$ cat config.mk
export PLATFORM = sky130hd
export DESIGN_NAME = fe_cmd_core
export DESIGN_NICKNAME = d
export VERILOG_FILES = /design/src/fe_cmd_pkg.sv /design/src/fe_cmd_core.sv
export SDC_FILE = /design/constraint.sdc
export NUM_CORES = 1
export LEC_CHECK = 0
export ABC_AREA = 1
export BUFFER_PORTS_ARGS = -buffer_cell sky130_fd_sc_hd__buf_2
export CORE_UTILIZATION = 55
export CTS_CLUSTER_SIZE = 10
export DETAILED_ROUTE_END_ITERATION = 7
export PLACE_DENSITY_LB_ADDON = 0.2
export SLEW_MARGIN = 40
export SYNTH_ARGS = -nofsm -noshare
export SYNTH_HDL_FRONTEND = slang
export SYNTH_SLANG_ARGS = --single-unit
$ cat constraint.sdc
create_clock -name CLK -period 5.4 [get_ports CLK]
set_input_delay 0.27 -clock CLK [delete_from_list [all_inputs] [get_ports CLK]]
set_output_delay 0.27 -clock CLK [all_outputs]
set_load 0.05 [all_outputs]
$ cat src/fe_cmd_pkg.sv
// Shared constants and types for the frontend command and fault block
package fe_cmd_pkg;

   // ----------------------------------------
   // Command and status encodings
   // ----------------------------------------
   localparam logic [7:0] OP_WRITE    = 8'h01;
   localparam logic [7:0] OP_OR_MASK  = 8'h02;
   localparam logic [7:0] OP_AND_MASK = 8'h03;
   localparam logic [7:0] STATUS_OK              = 8'h00;
   localparam logic [7:0] STATUS_INSTRUCTION_FAULT = 8'h01;

   // Notice kinds
   localparam logic [7:0] NOTE_IDLE        = 8'h01;
   localparam logic [7:0] NOTE_POWER_UP    = 8'h02;
   localparam logic [7:0] NOTE_TX_OVERCUR  = 8'h03;
   localparam logic [7:0] NOTE_CARD_DETECT = 8'h04;
   localparam logic [7:0] NOTE_AUTOCOLL    = 8'h05;

   // Notice status-word bit positions
   localparam int BIT_THERMAL_RESTART = 0;
   localparam int BIT_IO_SUPPLY_RESTART = 1;
   localparam int BIT_HOST_WAKE = 2;
   localparam int BIT_HOST_ABORT = 6;
   localparam int BIT_USER_CANCEL = 0;

   // ----------------------------------------
   // Register file layout
   // ----------------------------------------
   localparam int NUM_REGS = 16;
   localparam logic [7:0] REG_RESET = 8'h00;
   // Attribute codes: 0 absent, 1 read-only, 2 write-only, 3 read-write
   localparam logic [1:0] ATTR_NONE = 2'h0;
   localparam logic [1:0] ATTR_RO   = 2'h1;
   localparam logic [1:0] ATTR_WO   = 2'h2;
   localparam logic [1:0] ATTR_RW   = 2'h3;
   localparam logic [31:0] ATTR_MAP = 32'h2F7F_FFFF; // Reg 11 read-only, 14 write-only, 15 absent
   localparam logic [1:0] CNT_LAST_BYTE = 2'h3;

   // Running command classes, for abort reporting
   localparam logic [1:0] RUN_NORMAL  = 2'h0;
   localparam logic [1:0] RUN_CARD_DETECT = 2'h1;
   localparam logic [1:0] RUN_STANDBY = 2'h2;
   localparam logic [1:0] RUN_AUTOCOLL = 2'h3;

   // Byte stream from the host link
   typedef struct packed {
      logic       valid;
      logic       first;
      logic [7:0] data;
   } byte_in_t;

   // Notice to the host
   typedef struct packed {
      logic        valid;
      logic [7:0]  kind;
      logic [31:0] word;
   } notice_t;

   typedef enum logic [4:0] {
      ST_OP    = 5'h01,
      ST_ADDR  = 5'h02,
      ST_DATA  = 5'h04,
      ST_EXEC  = 5'h08,
      ST_RESP  = 5'h10
   } cmd_state_t;

endpackage

$ cat src/fe_cmd_core.sv
// Register command interpreter with thermal, over-current, supply and abort handling
`timescale 1ns/100ps
`default_nettype none
// Notes on behaviour
// - Temperature at or above threshold setting forces standby.
// - Over-temperature standby drives notify pin 0 high when enabled.
// - Cooling below threshold restarts, power-up notice with thermal flag, pin low.
// - Transmitter over-current turns RF power off and sends over-current notice.
// - Tolerated over-current duration comes from the transmit regulator setting.
// - Pending responses and notices still go out after over-current shutdown.
// - Missing I/O supply forces standby.
// - Restart only when I/O supply returns; power-up notice with supply flag.
// - Card-detect-ultra and deepest sleep ignore abort command and select fall.
// - Abort notice depends on interrupted command class.
// - Write: address byte then 32-bit value, little-endian, stored in register.
// - Plain write needs existing register, read-write or write-only.
// - Set-bits: register OR mask, written back.
// - Clear-bits: register AND mask, written back.
// - Mask commands need existing read-write register.
// - Each register command answers one status byte, ok or fault.
// - Register commands raise no notice.
// - Card-detect status word bit 6 marks host abort.
module fe_cmd_core
   import fe_cmd_pkg::*;
(
   input  wire logic        CLK,
   input  wire logic        RST_N,
   input  wire byte_in_t    CMD_IN,
   output var  logic        STATUS_VALID,
   output var  logic [7:0]  STATUS_BYTE,
   output var  notice_t     NOTICE,
   input  wire logic        NOTICE_READY,
   input  wire logic [7:0]  TEMP_NOW,
   input  wire logic [7:0]  TEMP_THRESHOLD_CFG,
   input  wire logic        OVERTEMP_PIN_NOTIFY_CFG,
   input  wire logic        TX_OVERCURRENT,
   input  wire logic [15:0] TX_REGULATOR_SETTING,
   input  wire logic        IO_SUPPLY_OK,
   input  wire logic        ABORT_CMD,
   input  wire logic        CHIP_SELECT_N,
   input  wire logic [1:0]  RUN_CLASS,
   input  wire logic        ULTRA_LOW_POWER_CARD_DETECT,
   input  wire logic        DEEPEST_SLEEP_STATE,
   input  wire logic [3:0]  REG_RD_ADDR,
   output var  logic [31:0] REG_RD_DATA,
   output var  logic        NOTIFY_PIN_0,
   output var  logic        RF_POWER_ON,
   output var  logic        STANDBY
);

   // ----------------------------------------
   // Command parser state
   // ----------------------------------------
   cmd_state_t  st_q, st_d;
   logic [7:0]  op_q, op_d;
   logic [7:0]  addr_q, addr_d;
   logic [31:0] val_q, val_d;
   logic [1:0]  cnt_q, cnt_d;
   logic        sv_q, sv_d;
   logic [7:0]  sb_q, sb_d;
   logic [31:0] regs_q [NUM_REGS];
   logic [31:0] wdata;
   logic        wen;
   logic [1:0]  attr;
   logic        exists;

   // Attribute lookup for the addressed register
   // Addresses past the register count read as absent, never as a wrapped index
   always_comb begin
      exists = addr_q < 8'(NUM_REGS);
      attr   = exists ? ATTR_MAP[addr_q[3:0]*2 +: 2] : ATTR_NONE;
   end

   // Parser and executor next state
   always_comb begin
      st_d   = st_q;
      op_d   = op_q;
      addr_d = addr_q;
      val_d  = val_q;
      cnt_d  = cnt_q;
      sv_d   = 1'b0;
      sb_d   = sb_q;
      wen    = 1'b0;
      wdata  = val_q;
      case (st_q)
         // Only a byte flagged as first may open a command
         ST_OP: begin
            if (CMD_IN.valid && CMD_IN.first) begin
               op_d = CMD_IN.data;
               st_d = ST_ADDR;
            end
         end
         // Address byte; restart the payload byte count
         ST_ADDR: begin
            if (CMD_IN.valid) begin
               addr_d = CMD_IN.data;
               cnt_d  = 2'h0;
               st_d   = ST_DATA;
            end
         end
         // Payload fills the value from its low byte up
         ST_DATA: begin
            if (CMD_IN.valid) begin
               val_d[cnt_q*8 +: 8] = CMD_IN.data;
               cnt_d = cnt_q + 2'h1;
               if (cnt_q == CNT_LAST_BYTE) begin
                  st_d = ST_EXEC;
               end
            end
         end
         // Check existence and attribute; a refusal writes nothing
         ST_EXEC: begin
            sb_d = STATUS_INSTRUCTION_FAULT;
            case (op_q)
               OP_WRITE: begin
                  if (attr == ATTR_RW || attr == ATTR_WO) begin
                     wen   = 1'b1;
                     wdata = val_q;
                     sb_d  = STATUS_OK;
                  end
               end
               OP_OR_MASK: begin
                  if (attr == ATTR_RW) begin
                     wen   = 1'b1;
                     wdata = regs_q[addr_q[3:0]] | val_q;
                     sb_d  = STATUS_OK;
                  end
               end
               OP_AND_MASK: begin
                  if (attr == ATTR_RW) begin
                     wen   = 1'b1;
                     wdata = regs_q[addr_q[3:0]] & val_q;
                     sb_d  = STATUS_OK;
                  end
               end
               default: ;
            endcase
            st_d = ST_RESP;
         end
         // Status strobe for one cycle, then ready for the next opcode
         ST_RESP: begin
            sv_d = 1'b1;
            st_d = ST_OP;
         end
         default: st_d = ST_OP;
      endcase
   end

   // Parser registers
   always_ff @(posedge CLK or negedge RST_N) begin
      if (!RST_N) begin
         st_q   <= ST_OP;
         op_q   <= 8'h00;
         addr_q <= 8'h00;
         val_q  <= 32'h0000_0000;
         cnt_q  <= 2'h0;
         sv_q   <= 1'b0;
         sb_q   <= STATUS_OK;
      end else begin
         st_q   <= st_d;
         op_q   <= op_d;
         addr_q <= addr_d;
         val_q  <= val_d;
         cnt_q  <= cnt_d;
         sv_q   <= sv_d;
         sb_q   <= sb_d;
      end
   end

   // Register array; unchanged unless a command is accepted
   always_ff @(posedge CLK or negedge RST_N) begin
      if (!RST_N) begin
         for (int i = 0; i < NUM_REGS; i++) begin
            regs_q[i] <= {24'h00_0000, REG_RESET};
         end
      end else if (wen) begin
         regs_q[addr_q[3:0]] <= wdata;
      end
   end

   // ----------------------------------------
   // Fault and abort handling
   // ----------------------------------------
   logic        hot_q, hot_d;
   logic        io_lost_q, io_lost_d;
   logic        pin_q, pin_d;
   logic        rf_q, rf_d;
   logic [15:0] oc_cnt_q, oc_cnt_d;
   // Over-current notice waiting behind an earlier one
   logic        oc_note_q, oc_note_d;
   logic        oc_trip;
   logic        cs_q;
   logic        cs_fall;
   notice_t     nt_q, nt_d;
   logic        rdv_q;
   logic [31:0] rd_q;

   assign cs_fall = cs_q && !CHIP_SELECT_N;

   // Fault state and notice generation; register commands never post here
   always_comb begin
      hot_d     = hot_q;
      io_lost_d = io_lost_q;
      pin_d     = pin_q;
      rf_d      = rf_q;
      oc_cnt_d  = oc_cnt_q;
      oc_note_d = oc_note_q;
      nt_d      = nt_q;
      if (nt_q.valid && NOTICE_READY) begin
         nt_d.valid = 1'b0;
      end
      // Thermal standby entry and cooled restart
      if (!hot_q && TEMP_NOW >= TEMP_THRESHOLD_CFG) begin
         hot_d = 1'b1;
         pin_d = OVERTEMP_PIN_NOTIFY_CFG;
      end else if (hot_q && TEMP_NOW < TEMP_THRESHOLD_CFG && !nt_d.valid) begin
         hot_d = 1'b0;
         pin_d = 1'b0;
         nt_d  = '{1'b1, NOTE_POWER_UP, 32'(1) << BIT_THERMAL_RESTART};
      end
      // Supply loss holds standby until the supply returns
      if (!IO_SUPPLY_OK) begin
         io_lost_d = 1'b1;
      end else if (io_lost_q && !nt_d.valid) begin
         io_lost_d = 1'b0;
         nt_d = '{1'b1, NOTE_POWER_UP, 32'(1) << BIT_IO_SUPPLY_RESTART};
      end
      // Trip once the tolerated count is used up; RF goes off at once and
      // never waits for the host to drain an earlier notice
      oc_trip = TX_OVERCURRENT && rf_q && (oc_cnt_q >= TX_REGULATOR_SETTING);
      if (TX_OVERCURRENT && rf_q) begin
         if (oc_trip) begin
            rf_d     = 1'b0;
            oc_cnt_d = 16'h0000;
         end else begin
            oc_cnt_d = oc_cnt_q + 16'h0001;
         end
      end else if (!TX_OVERCURRENT) begin
         oc_cnt_d = 16'h0000;
         rf_d     = 1'b1;
      end
      // Over-current notice queues behind a pending one; a fresh trip beats the clear
      if ((oc_trip || oc_note_q) && !nt_d.valid) begin
         nt_d      = '{1'b1, NOTE_TX_OVERCUR, 32'h0000_0000};
         oc_note_d = oc_trip && oc_note_q;
      end else if (oc_trip) begin
         oc_note_d = 1'b1;
      end
      // Host abort; ignored in the two deepest low-power states
      if ((ABORT_CMD || cs_fall) && !ULTRA_LOW_POWER_CARD_DETECT
          && !DEEPEST_SLEEP_STATE && !nt_d.valid) begin
         // Notice word follows the class of the interrupted command
         case (RUN_CLASS)
            RUN_CARD_DETECT: nt_d = '{1'b1, NOTE_CARD_DETECT,
                                      32'(1) << BIT_HOST_ABORT};
            RUN_STANDBY:     nt_d = '{1'b1, NOTE_POWER_UP, 32'(1) << BIT_HOST_WAKE};
            RUN_AUTOCOLL:    nt_d = '{1'b1, NOTE_AUTOCOLL, 32'(1) << BIT_USER_CANCEL};
            default:         nt_d = '{1'b1, NOTE_IDLE, 32'h0000_0000};
         endcase
      end
   end

   // Fault registers
   always_ff @(posedge CLK or negedge RST_N) begin
      if (!RST_N) begin
         hot_q     <= 1'b0;
         io_lost_q <= 1'b0;
         pin_q     <= 1'b0;
         rf_q      <= 1'b1;
         oc_cnt_q  <= 16'h0000;
         oc_note_q <= 1'b0;
         nt_q      <= '0;
         cs_q      <= 1'b1;
         rdv_q     <= 1'b0;
         rd_q      <= 32'h0000_0000;
      end else begin
         hot_q     <= hot_d;
         io_lost_q <= io_lost_d;
         pin_q     <= pin_d;
         rf_q      <= rf_d;
         oc_cnt_q  <= oc_cnt_d;
         oc_note_q <= oc_note_d;
         nt_q      <= nt_d;
         cs_q      <= CHIP_SELECT_N;
         rdv_q     <= hot_d | io_lost_d;
         rd_q      <= regs_q[REG_RD_ADDR];
      end
   end

   // Outputs straight from flip-flops
   assign STATUS_VALID = sv_q;
   assign STATUS_BYTE  = sb_q;
   assign NOTICE       = nt_q;
   assign NOTIFY_PIN_0 = pin_q;
   assign RF_POWER_ON  = rf_q;
   assign STANDBY      = rdv_q;
   assign REG_RD_DATA  = rd_q;

endmodule
`default_nettype wire

# ---- Yosys cells after proc, flatten, opt, wreduce, memory -nomap -nowiden
# Index checks and enable logic that the tools add are counted.
dict set report word_totals {
  input_bits 58
  register_bits 672
  output_inout_bits 85
  wordCells 162
}
dict set report classes {
  add_sub_neg 3
  n_reduce_logical 36
  magnitude_cmp 7
  shifts 3
  n_eq_ne 20
  muxes 53
  bitwise_logic 5
}
# op n
set ops {}
lappend ops {{bitwise mux 512 bit} 1}
lappend ops {{binary-select mux 32 bit (select 4 bit)} 2}
lappend ops {{two-way mux 32 bit} 8}
lappend ops {{two-way mux 41 bit} 6}
lappend ops {{demux 32 bit (select 4 bit)} 1}
lappend ops {{one-hot mux 35 bit (3 select lines)} 1}
lappend ops {{one-hot mux 32 bit (2 select lines)} 1}
lappend ops {{two-way mux 16 bit} 3}
lappend ops {{negator 5 -> 34 bit} 1}
lappend ops {{variable shift 8 x 34 -> 32 bit (first input constant)} 1}
lappend ops {{indexed part select 8 x 34 -> 32 bit} 1}
lappend ops {{AND 32 bit} 1}
lappend ops {{bitwise mux 32 bit} 1}
lappend ops {{OR 32 bit} 1}
lappend ops {{indexed part select 32 x 6 -> 2 bit (first input constant)} 1}
lappend ops {{two-way mux 5 bit} 4}
lappend ops {{one-hot mux 5 bit (4 select lines)} 1}
lappend ops {{two-way mux 1 bit} 18}
lappend ops {{adder 16 x 1 -> 16 bit (second input constant)} 1}
lappend ops {{equality test 8 x 2 -> 1 bit (second input constant)} 2}
lappend ops {{>= comparator 16 bit} 1}
lappend ops {{logical AND 1 bit} 15}
lappend ops {{equality test 2 bit (second input constant)} 5}
lappend ops {{>= comparator 5 bit (second input constant)} 2}
lappend ops {{26 further kinds} 48}

# ---- Logic depth before layout (Yosys ltp)
# Gate-level depths: netlist of the first run.
dict set report depth {
  depth_word 16
  depth_mapped 17
  mapped_depth_nobuf 17
}

# ---- Worst setup path before layout of the first run
# Ideal clock, no wire load.
dict set report synth_timing {
  path_type {flip-flop to flip-flop}
  startpoint {register cnt_q[0]}
  endpoint {register val_q[0]}
  setup_ns 0.083
  setup_slack_ns 3.368
  t_arrival_ns 1.949
  path_stages_with_launch 8
  required_ns 5.317
  path_buffers 1
  synth_period_minus_slack_ns 2.032
  path_cell_list {dfrtp_1 > clkinv_1 > ha_1 > clkbuf_1 > clkinv_1 > nor3_1 > nand3_1 > o21ai_0}
}
dict set report synth_between {
  elab_chain_len 3
  elab_cells_between_ends 4
  classes_between {1 x add/sub; 2 x shift; 1 x mux}
}
# item line_no
set synth_rtl {}
lappend synth_rtl {{start: declaration} fe_cmd_core.sv:58} ;# logic [1:0] cnt_q, cnt_d;
lappend synth_rtl {{start signal: assignment} fe_cmd_core.sv:164} ;# cnt_q <= cnt_d;
lappend synth_rtl {{negator 5 -> 34 bit *} fe_cmd_core.sv:104} ;# val_d[cnt_q*8 +: 8] = CMD_IN.data;
lappend synth_rtl {{indexed part select 8 x 34 -> 32 bit or variable shift 8 x 34 -> 32 bit (tied branches)} fe_cmd_core.sv:104}
lappend synth_rtl {{bitwise mux 32 bit *} fe_cmd_core.sv:104}
lappend synth_rtl {{end signal: assignment} fe_cmd_core.sv:163} ;# val_q <= val_d;
lappend synth_rtl {{end: declaration} fe_cmd_core.sv:57} ;# logic [31:0] val_q, val_d;
# Every way passes the cells marked *; elsewhere a longest branch is shown, timed or not.
# A chain may end at the register's enable or synchronous reset.

# ---- Worst setup path after layout of the first run
dict set report layout_timing {
  startpoint {register addr_q[0]}
  endpoint {register regs_q[472] (netlist name)}
}
dict set report layout_between {
  elab_chain_len 9
  elab_cells_between_ends 26
  classes_between {3 x order compare; 2 x eq/ne; 1 x shift; 15 x mux; 3 x bitwise; 2 x reduce/logical}
}
# item line_no
set layout_rtl {}
lappend layout_rtl {{start: declaration} fe_cmd_core.sv:56} ;# logic [7:0] addr_q, addr_d;
lappend layout_rtl {{start signal: assignment} fe_cmd_core.sv:162} ;# addr_q <= addr_d;
lappend layout_rtl {{branches (longest 9 deep; another with bitwise mux 512 bit)} --}
lappend layout_rtl {{end signal: indexed assignment} fe_cmd_core.sv:174} ;# regs_q[i] <= {24'h00_0000, REG_RESET};
lappend layout_rtl {{end signal: indexed assignment} fe_cmd_core.sv:177} ;# regs_q[addr_q[3:0]] <= wdata;
lappend layout_rtl {{end: declaration} fe_cmd_core.sv:61} ;# logic [31:0] regs_q [NUM_REGS];
# Several ways; the timed one is not identified. The select of a mux whose other input is x is not followed.

==> PnR_summary.wiki, run 1 <==
{| class="wikitable"
! Metric !! Value
|-
| Clock buffer depth || 3
|-
| Skew final || 29.1 ps
|-
| RSZ-0062 raised after global routing || false
|-
| Power after layout || 13300 µW
|-
| Kind of cell adding the most delay to the critical path || simple AND/OR/NAND/NOR gates
|-
| Sinks on the clock net || 665
|-
| Pre-antenna DRT Iters || 8
|-
| Post-synthesis to final-layout area growth || 8.45%
|-
| Cell type contributing the most total cell area after synthesis || dfrtp_1
|-
| Slew headroom || 0.387
|-
| Number of buffers created by CTS || 78
|-
| Die area || roughly 65000 µm²
|-
| Maximum clock rate || 0.274 GHz
|-
| Yosys warnings || 0
|-
| PwrDens || 345 nW/µm²
|-
| # placed instances || between 5000 and 6000
|-
| Critical register-to-register path endpoint || regs_q[472]
|-
| Detailed Route WL || 120 mm
|-
| CP cell instances || nand2_1 > o211ai_1 > inv_1 > o21ai_2 > o21ai_2 > nand2_2 > nor2_4 > clkinv_2 > nand2_1 > nand2_1
|-
| Endpoint with the worst hold slack || NOTICE[6]
|-
| Filler instances || around 5800
|-
| Cell depth of the worst hold path || 4
|-
| Hold path start || RUN_CLASS[0]
|-
| Critical path buffers and inverters || 2
|-
| Final Max Tran Viols || 0
|-
| Data required time at the worst endpoint || 5900 ps
|-
| Cell count after synthesis || 4504
|-
| Layout cells sized above 1 || 0.0778
|-
| Avg Cell Area, Syn || 7.85 µm²
|-
| Depth of the most critical reg-to-reg path || 10
|-
| Endpoints failing setup || 0
|-
| Critical Path Fanout Max || 32
|-
| Crit share post-route || 0.675
|-
| Final TNS setup || 0 ps
|-
| FFs w/ async S/R, synth || 1.00
|-
| Actual transition at the worst max-transition pin || slightly above 900 ps
|-
| Number of flops mapped to enable cells by yosys || 0
|-
| Wire length per cell || about 23 µm
|-
| # resized after CTS || 0
|-
| Iteration-0 DRC Markers || around 4600
|-
| Number of buffers added on ports || approximately 140
|-
| Post-layout util || 0.606
|-
| Core Region || 63300 µm²
|-
| Gp weighted congestion || 0.885
|-
| Net count reported at finish || about 4500
|-
| Final global-route overflow total || 0
|-
| Launching point of the worst reg2reg path || addr_q[0]
|-
| Number of antenna-violating nets in the routed design || 0
|-
| Die width || 256 µm
|-
| TritonCTS clock tree || done
|-
| Vias in the first global route || 30600
|-
| Startpoint kind of the worst setup timing path || flip-flop
|-
| Count of hold-fix buffers inserted at cts || 11
|-
| Largest cells by area after synthesis || dfrtp_1, nand2_1, nand3_1, a22oi_1, mux2i_1
|-
| Worst skew pair latency || 640 ps
|-
| Register area share after synthesis || 0.471
|-
| Final Hold Violating Endpoints || 0
|-
| Synth Register Bits || approximately 670
|-
| Max-cap violation count || 0
|-
| Antenna violations before repair || 6
|-
| Clk pin slew, worst setup/hold paths || 50 ps
|-
| Static leakage power || roughly 0.02 µW
|-
| Post-CTS Setup Inserts || 0
|-
| Largest stage delay, worst path || around 860 ps
|-
| Share of the synthesized area in the top cell type || 0.468
|-
| Number of remaining DRC errors || 1
|-
| Count of placed standard cells in the final layout, fillers left out || 5270
|-
| Most used cell along the critical path || nand2_1
|-
| Row count || 92
|-
| Number of library cell types mapped by synthesis || 40
|-
| Violations in the final reports || DRC
|-
| Initial cell density of the core || 0.559
|-
| Type of the worst setup path || reg -> reg
|-
| First-pass GRT wire length || 183 mm
|-
| Via count of the routed design || 32800
|-
| H-tree levels || 3
|-
| Routed via count divided by cell count || 6.22
|-
| Dominant register cell in the synthesized netlist || dfrtp_1
|-
| Tightest Hold Check Type || in -> reg
|-
| Worst reg2reg setup slack || 1760 ps
|-
| Placed wire-length estimate after detailed placement || just over 60 mm
|-
| Kind of capture point of the worst setup path || flip-flop
|-
| Worst Path Arrival || 4140 ps
|-
| VDD IR-drop max || 493 µV
|-
| Top-level I/O count || roughly 140
|-
| GRT Overall Usage || 0.362
|-
| Clock root buffer master || clkbuf_16
|-
| Slowest library cell on the worst path || clkinv_2
|-
| Die Y-Extent || 256 µm
|-
| Cell area after synthesis || 35400 µm²
|-
| Outcome || finished, violations left
|-
| Post-route minimum period || 3640 ps
|-
| Largest net degree at the start of global routing || 142
|}
==> flip-flops by register name, summed over array words and instances, names as in the netlist, 2 cells and up <==
signal / cells
oc_cnt_q: 16
st_q: 5
NOTICE: 41
cnt_q: 2
REG_RD_DATA: 32
addr_q: 8
regs_q: 512
op_q: 8
val_q: 32
==> layout by cell type (no fill, tap or decap), types with 18 or more instances in the layout <==
| master | synthesis | final |
|---|---|---|
| a21oi_1 | 144 | 144 |
| o21ai_0 | 229 | 229 |
| nand3_1 | 553 | 550 |
| inv_1 | 287 | 279 |
| buf_2 | 146 | 131 |
| dfrtp_1 | 662 | 662 |
| clkbuf_16 | 0 | 78 |
| ha_1 | 34 | 34 |
| nor2_1 | 121 | 113 |
| o211ai_1 | 129 | 129 |
| clkbuf_1 | 212 | 19 |
| mux2i_1 | 128 | 128 |
| buf_4 | 37 | 47 |
| a22oi_1 | 256 | 256 |
| nor2_4 | 10 | 19 |
| nand4_1 | 18 | 18 |
| nand2_1 | 1452 | 1451 |
==> cell families (layout without fill, tap and decap cells) <==
| logic type | count (synthesis) | in the layout | share of synthesized area |
|---|---|---|---|
| fa+ha+maj | 34 | 34 | 0.0120 |
| simple gates | 2180 | 2180 | 0.256 |
| buf+inv | 709 | 620 | 0.0845 |
| mux | 128 | 128 | 0.0362 |
| compound gates | 776 | 776 | 0.138 |
| xor+xnor | 11 | 11 | 0.00272 |
| other cells | 1 | 10 | 0.000106 |
| flops | 665 | 665 | 0.471 |
==> through the flow <==
step | worst slack, ps | hold slack, ps | instance area, µm²
floorplan | 3370 | -25.6 | 35400
global placement | 2200 | 347 | 35900
detailed placement | 2210 | 346 | 36000
CTS | 2190 | 15.4 | 38300
global route | 1630 | 36.3 | 38400
finish | 1760 | 40.4 | 38400
==> synth_stat cells, types with 4 or more instances <==
| master | n |
|---|---|
| nor2_1 | 121 |
| o21ai_0 | 229 |
| buf_2 | 146 |
| a21oi_1 | 144 |
| o22ai_1 | 6 |
| xor2_1 | 10 |
| buf_1 | 8 |
| nor2_4 | 10 |
| nand3_1 | 553 |
| ha_1 | 34 |
| inv_2 | 16 |
| nor3_1 | 16 |
| nand4_1 | 18 |
| dfrtp_1 | 662 |
| buf_4 | 37 |
| mux2i_1 | 128 |
| o211ai_1 | 129 |
| clkbuf_1 | 212 |
| nand2_1 | 1452 |
| a22oi_1 | 256 |
| inv_1 | 287 |
| nor2_2 | 4 |
==> layer usage <==
metal  up-vias  share of wire  GRT usage
li1      14700              -          -
met1     15600           0.39      0.504
met2      2120           0.43      0.537
met3       396           0.13     0.0851
met4         8          0.047      0.162
met5         -         0.0011    0.00439
==> worst max-delay path by stage <==
stage | from | end | slack [ps] | cells past startpoint
CTS | addr_q[0] | regs_q[455] | 2190 | 10
global placement | addr_q[0] | regs_q[284] | 2200 | 11
finish | addr_q[0] | regs_q[472] | 1760 | 10
detailed placement | addr_q[0] | regs_q[455] | 2210 | 10
global route | addr_q[0] | regs_q[479] | 1630 | 10
floorplan | cnt_q[0] | val_q[0] | 3370 | 7
==> power by group <==
part           switching, µW  internal (µW)  leakage, µW
clock                   2110           2700      0.00107
combinational           2650            506      0.00983
sequential               127           5170      0.00912
==> layout make-up <==
class / count / area, µm² / share of cell area
repair buffers: 204 / 1430 / 0.0373
well taps: 846 / 1060 / 0.0276
diodes: 3 / 7.51 / 0.000196
inverters: 305 / 1180 / 0.0307
clock inverters: 9 / 109 / 0.00284
clock buffers: 102 / 2090 / 0.0545
multi-input cells: 3136 / 15800 / 0.413
flip-flops and latches: 665 / 16600 / 0.434
==> worst min-delay path: stages <==
cell	delay, ps
buf_2	110
ha_1	150
nand2_1	50
nand2_1	50
Note: power is estimated with default switching activity, not from simulation.
==> run 2, diff against run 1 <==
- clock period: 5.4 -> 3.2 ns (I/O delays scaled with it)
==> run 2 against run 1 <==
The run now ends clean. Worst setup slack worse by 1300 ps. Fmax up 32%. Count of clock-buffer cells in the layout grew 5. Power increased by 71%. Clock power grew 71%. Die area unchanged. Critical path depth did not move. Flip-flop and latch count did not move. Critical path type unchanged. Critical endpoint is now regs_q[445].
==> PnR_summary.wiki, run 2 (synthesis gave the netlist of run 1 again) <==
{| class="wikitable"
! Metric !! Value
|-
| Sinks on the clock net || 665 (unchanged)
|-
| GRT Overall Usage || 0.364 (+0.00261)
|-
| Data required time at the worst endpoint || 3730 ps (-2170 ps)
|-
| Row count || 92 (unchanged)
|-
| Cell Area, Placed || 36800 µm² (+2.2%)
|-
| Endpoints failing setup || 0 (unchanged)
|-
| Clock buffer depth || 3 (unchanged)
|-
| CP cell instances || inv_1 > o211ai_1 > inv_1 > o21ai_2 > inv_1 > nand3_2 > buf_4 > nand2_1 > nand3_1 > nand2_1
|-
| Clk pin slew, worst setup/hold paths || 60 ps (about the same)
|-
| Outcome || complete, no violations
|-
| Number of buffers created by CTS || 78 (unchanged)
|-
| Worst skew pair latency || 650 ps (about the same)
|-
| Routed via count divided by cell count || 6.17 (-0.85%)
|-
| Actual transition at the worst max-transition pin || 775 ps (-145 ps)
|-
| Max-cap violation count || 0 (unchanged)
|-
| Most used cell along the critical path || inv_1
|-
| Largest net degree at the start of global routing || 103 (-27%)
|-
| Number of buffers added on ports || 135 (unchanged)
|-
| Slowest library cell on the worst path || dfrtp_1
|-
| Net count reported at finish || 4548 (+1.5%)
|-
| Final TNS setup || 0 ps (unchanged)
|-
| Startpoint kind of the worst setup timing path || flip-flop
|-
| Skew final || 31.3 ps (+2.15 ps)
|-
| Antenna violations before repair || 3 (-3)
|-
| Leading cell type in the layout, fill and taps excluded || nand2_1
|-
| Maximum clock rate || 0.362 GHz (+32%)
|-
| Static leakage power || 0.0205 µW (+2.2%)
|-
| Critical path buffers and inverters || 4 (+2)
|-
| Power after layout || 22700 µW (+71%)
|-
| Via count of the routed design || 32900 (+0.43%)
|-
| Crit share post-route || 0.863 (+0.188)
|-
| TritonCTS clock tree || done
|-
| Post-CTS Setup Inserts || 0 (unchanged)
|-
| Die area || 65300 µm² (unchanged)
|-
| First-pass GRT wire length || 186 mm (+1.7%)
|-
| Core Region || 63300 µm² (unchanged)
|-
| Number of flip-flops in the largest register || 512 (unchanged)
|-
| # resized after CTS || 0 (unchanged)
|-
| H-tree levels || 3 (unchanged)
|-
| Worst hold-check slack || 60.6 ps (+20.2 ps)
|-
| Top-level I/O count || 143 (unchanged)
|-
| Final global-route overflow total || 0 (unchanged)
|-
| Design Area, Final || 39200 µm² (+2.2%)
|-
| Gp weighted congestion || 0.890 (+0.63%)
|-
| Pre-antenna DRT Iters || 6 (-2)
|-
| VDD IR-drop max || 675 µV (+37%)
|-
| Die Y-Extent || 256 µm (unchanged)
|-
| Worst Path Arrival || 3290 ps (-850 ps)
|-
| Post-synthesis to final-layout area growth || 10.8%
|-
| Iteration-0 DRC Markers || 4751 (+2.3%)
|-
| Register with the most flip-flops || regs_q
|-
| Detailed Route WL || 119 mm (-0.61%)
|-
| Number of antenna-violating nets in the routed design || 0 (unchanged)
|-
| Wire length per cell || 22.4 µm (-1.9%)
|-
| Largest stage delay, worst path || 500 ps (-360 ps)
|-
| Layout cells sized above 1 || 0.0878 (+0.00994)
|-
| Final Max Tran Viols || 0 (unchanged)
|-
| Vias in the first global route || 31800 (+4.0%)
|-
| Initial cell density of the core || 0.559 (unchanged)
|-
| Commonest cells after routing, fill and taps aside || nand2_1, dfrtp_1, nand3_1
|-
| Die width || 256 µm (unchanged)
|-
| PwrDens || 580 nW/µm² (+68%)
|-
| Critical Path Fanout Max || 17 (-47%)
|-
| Final Hold Violating Endpoints || 0 (unchanged)
|-
| Clock root buffer master || clkbuf_16
|-
| Post-route minimum period || 2760 ps (-884 ps)
|-
| Tightest Hold Check Type || in -> reg
|-
| Number of remaining DRC errors || 0 (-1)
|-
| Slew headroom || 0.483 (+0.0961)
|-
| Type of the worst setup path || reg -> reg
|-
| Placed wire-length estimate after detailed placement || 68.3 mm (+12%)
|-
| Kind of cell adding the most delay to the critical path || simple AND/OR/NAND/NOR gates
|-
| RSZ-0062 raised after global routing || false
|-
| Kind of capture point of the worst setup path || flip-flop
|}
[run 2: power breakdown]
| group | switching (µW) | leakage, µW | internal [µW] | total, µW |
|---|---|---|---|---|
| clock network | 3590 | 0.00108 | 4620 | 8210 |
| registers | 215 | 0.00912 | 8720 | 8940 |
| logic | 4530 | 0.0103 | 1050 | 5580 |
| total | 8330 | 0.0205 | 14400 | 22700 |
[run 2: final timing paths]
| check | slack (ps) | startpoint | end | depth (start not counted) |
|---|---|---|---|---|
| max | 440 | addr_q[3] | regs_q[445] | 10 |
| min | 60 | ULTRA_LOW_POWER_CARD_DETECT | NOTICE[33] | 5 |
| max reg2reg | 440 | addr_q[3] | regs_q[445] | 10 |
| min reg2reg | 400 | regs_q[1] | regs_q[1] | 0 |
| max in group asynchronous | 2000 | RST_N | regs_q[22] | 3 |
| min in group asynchronous | 160 | RST_N | REG_RD_DATA[1] | 2 |
[run 2: tightest hold or removal path, delay by kind of cell]
| kind | cells | cell delay, ps |
|---|---|---|
| and+or+nand+nor | 4 | 430 |
| buffers and inverters | 1 | 80 |
[run 2: metal layers]
metal / vias up / part of all wire / GRT usage
li1: 14800 / - / -
met5: - / 0.00058 / 0
met2: 2089 / 0.44 / 0.554
met3: 369 / 0.12 / 0.0852
met4: 4 / 0.042 / 0.154
met1: 15700 / 0.40 / 0.500
[run 2: layout make-up]
| class | instances | area, µm² |
|---|---|---|
| clock inverter | 7 | 95.1 |
| tap | 846 | 1060 |
| timing repair buffer | 270 | 2270 |
| multi-input combinational | 3136 | 15800 |
| inverter | 305 | 1160 |
| antenna | 2 | 5.00 |
| sequential | 665 | 16600 |
| clock buffer | 107 | 2130 |
| fill | 5538 | 24100 |
[run 2: stage by stage]
| stage | worst slack [ps] | instances | util |
|---|---|---|---|
| finish | 439 | 5338 | 0.619 |
| global route | 275 | 5336 | 0.619 |
| CTS | 490 | 5336 | 0.619 |
| detailed placement | 531 | 5201 | 0.581 |
| global placement | 570 | 5201 | 0.580 |
| floorplan | 1170 | 4510 | - |
[run 2: repair_timing]
item	CTS	global route
setup endpoints to repair	0	0
endpoints found under the hold margin	118	0
hold buffers	21	0
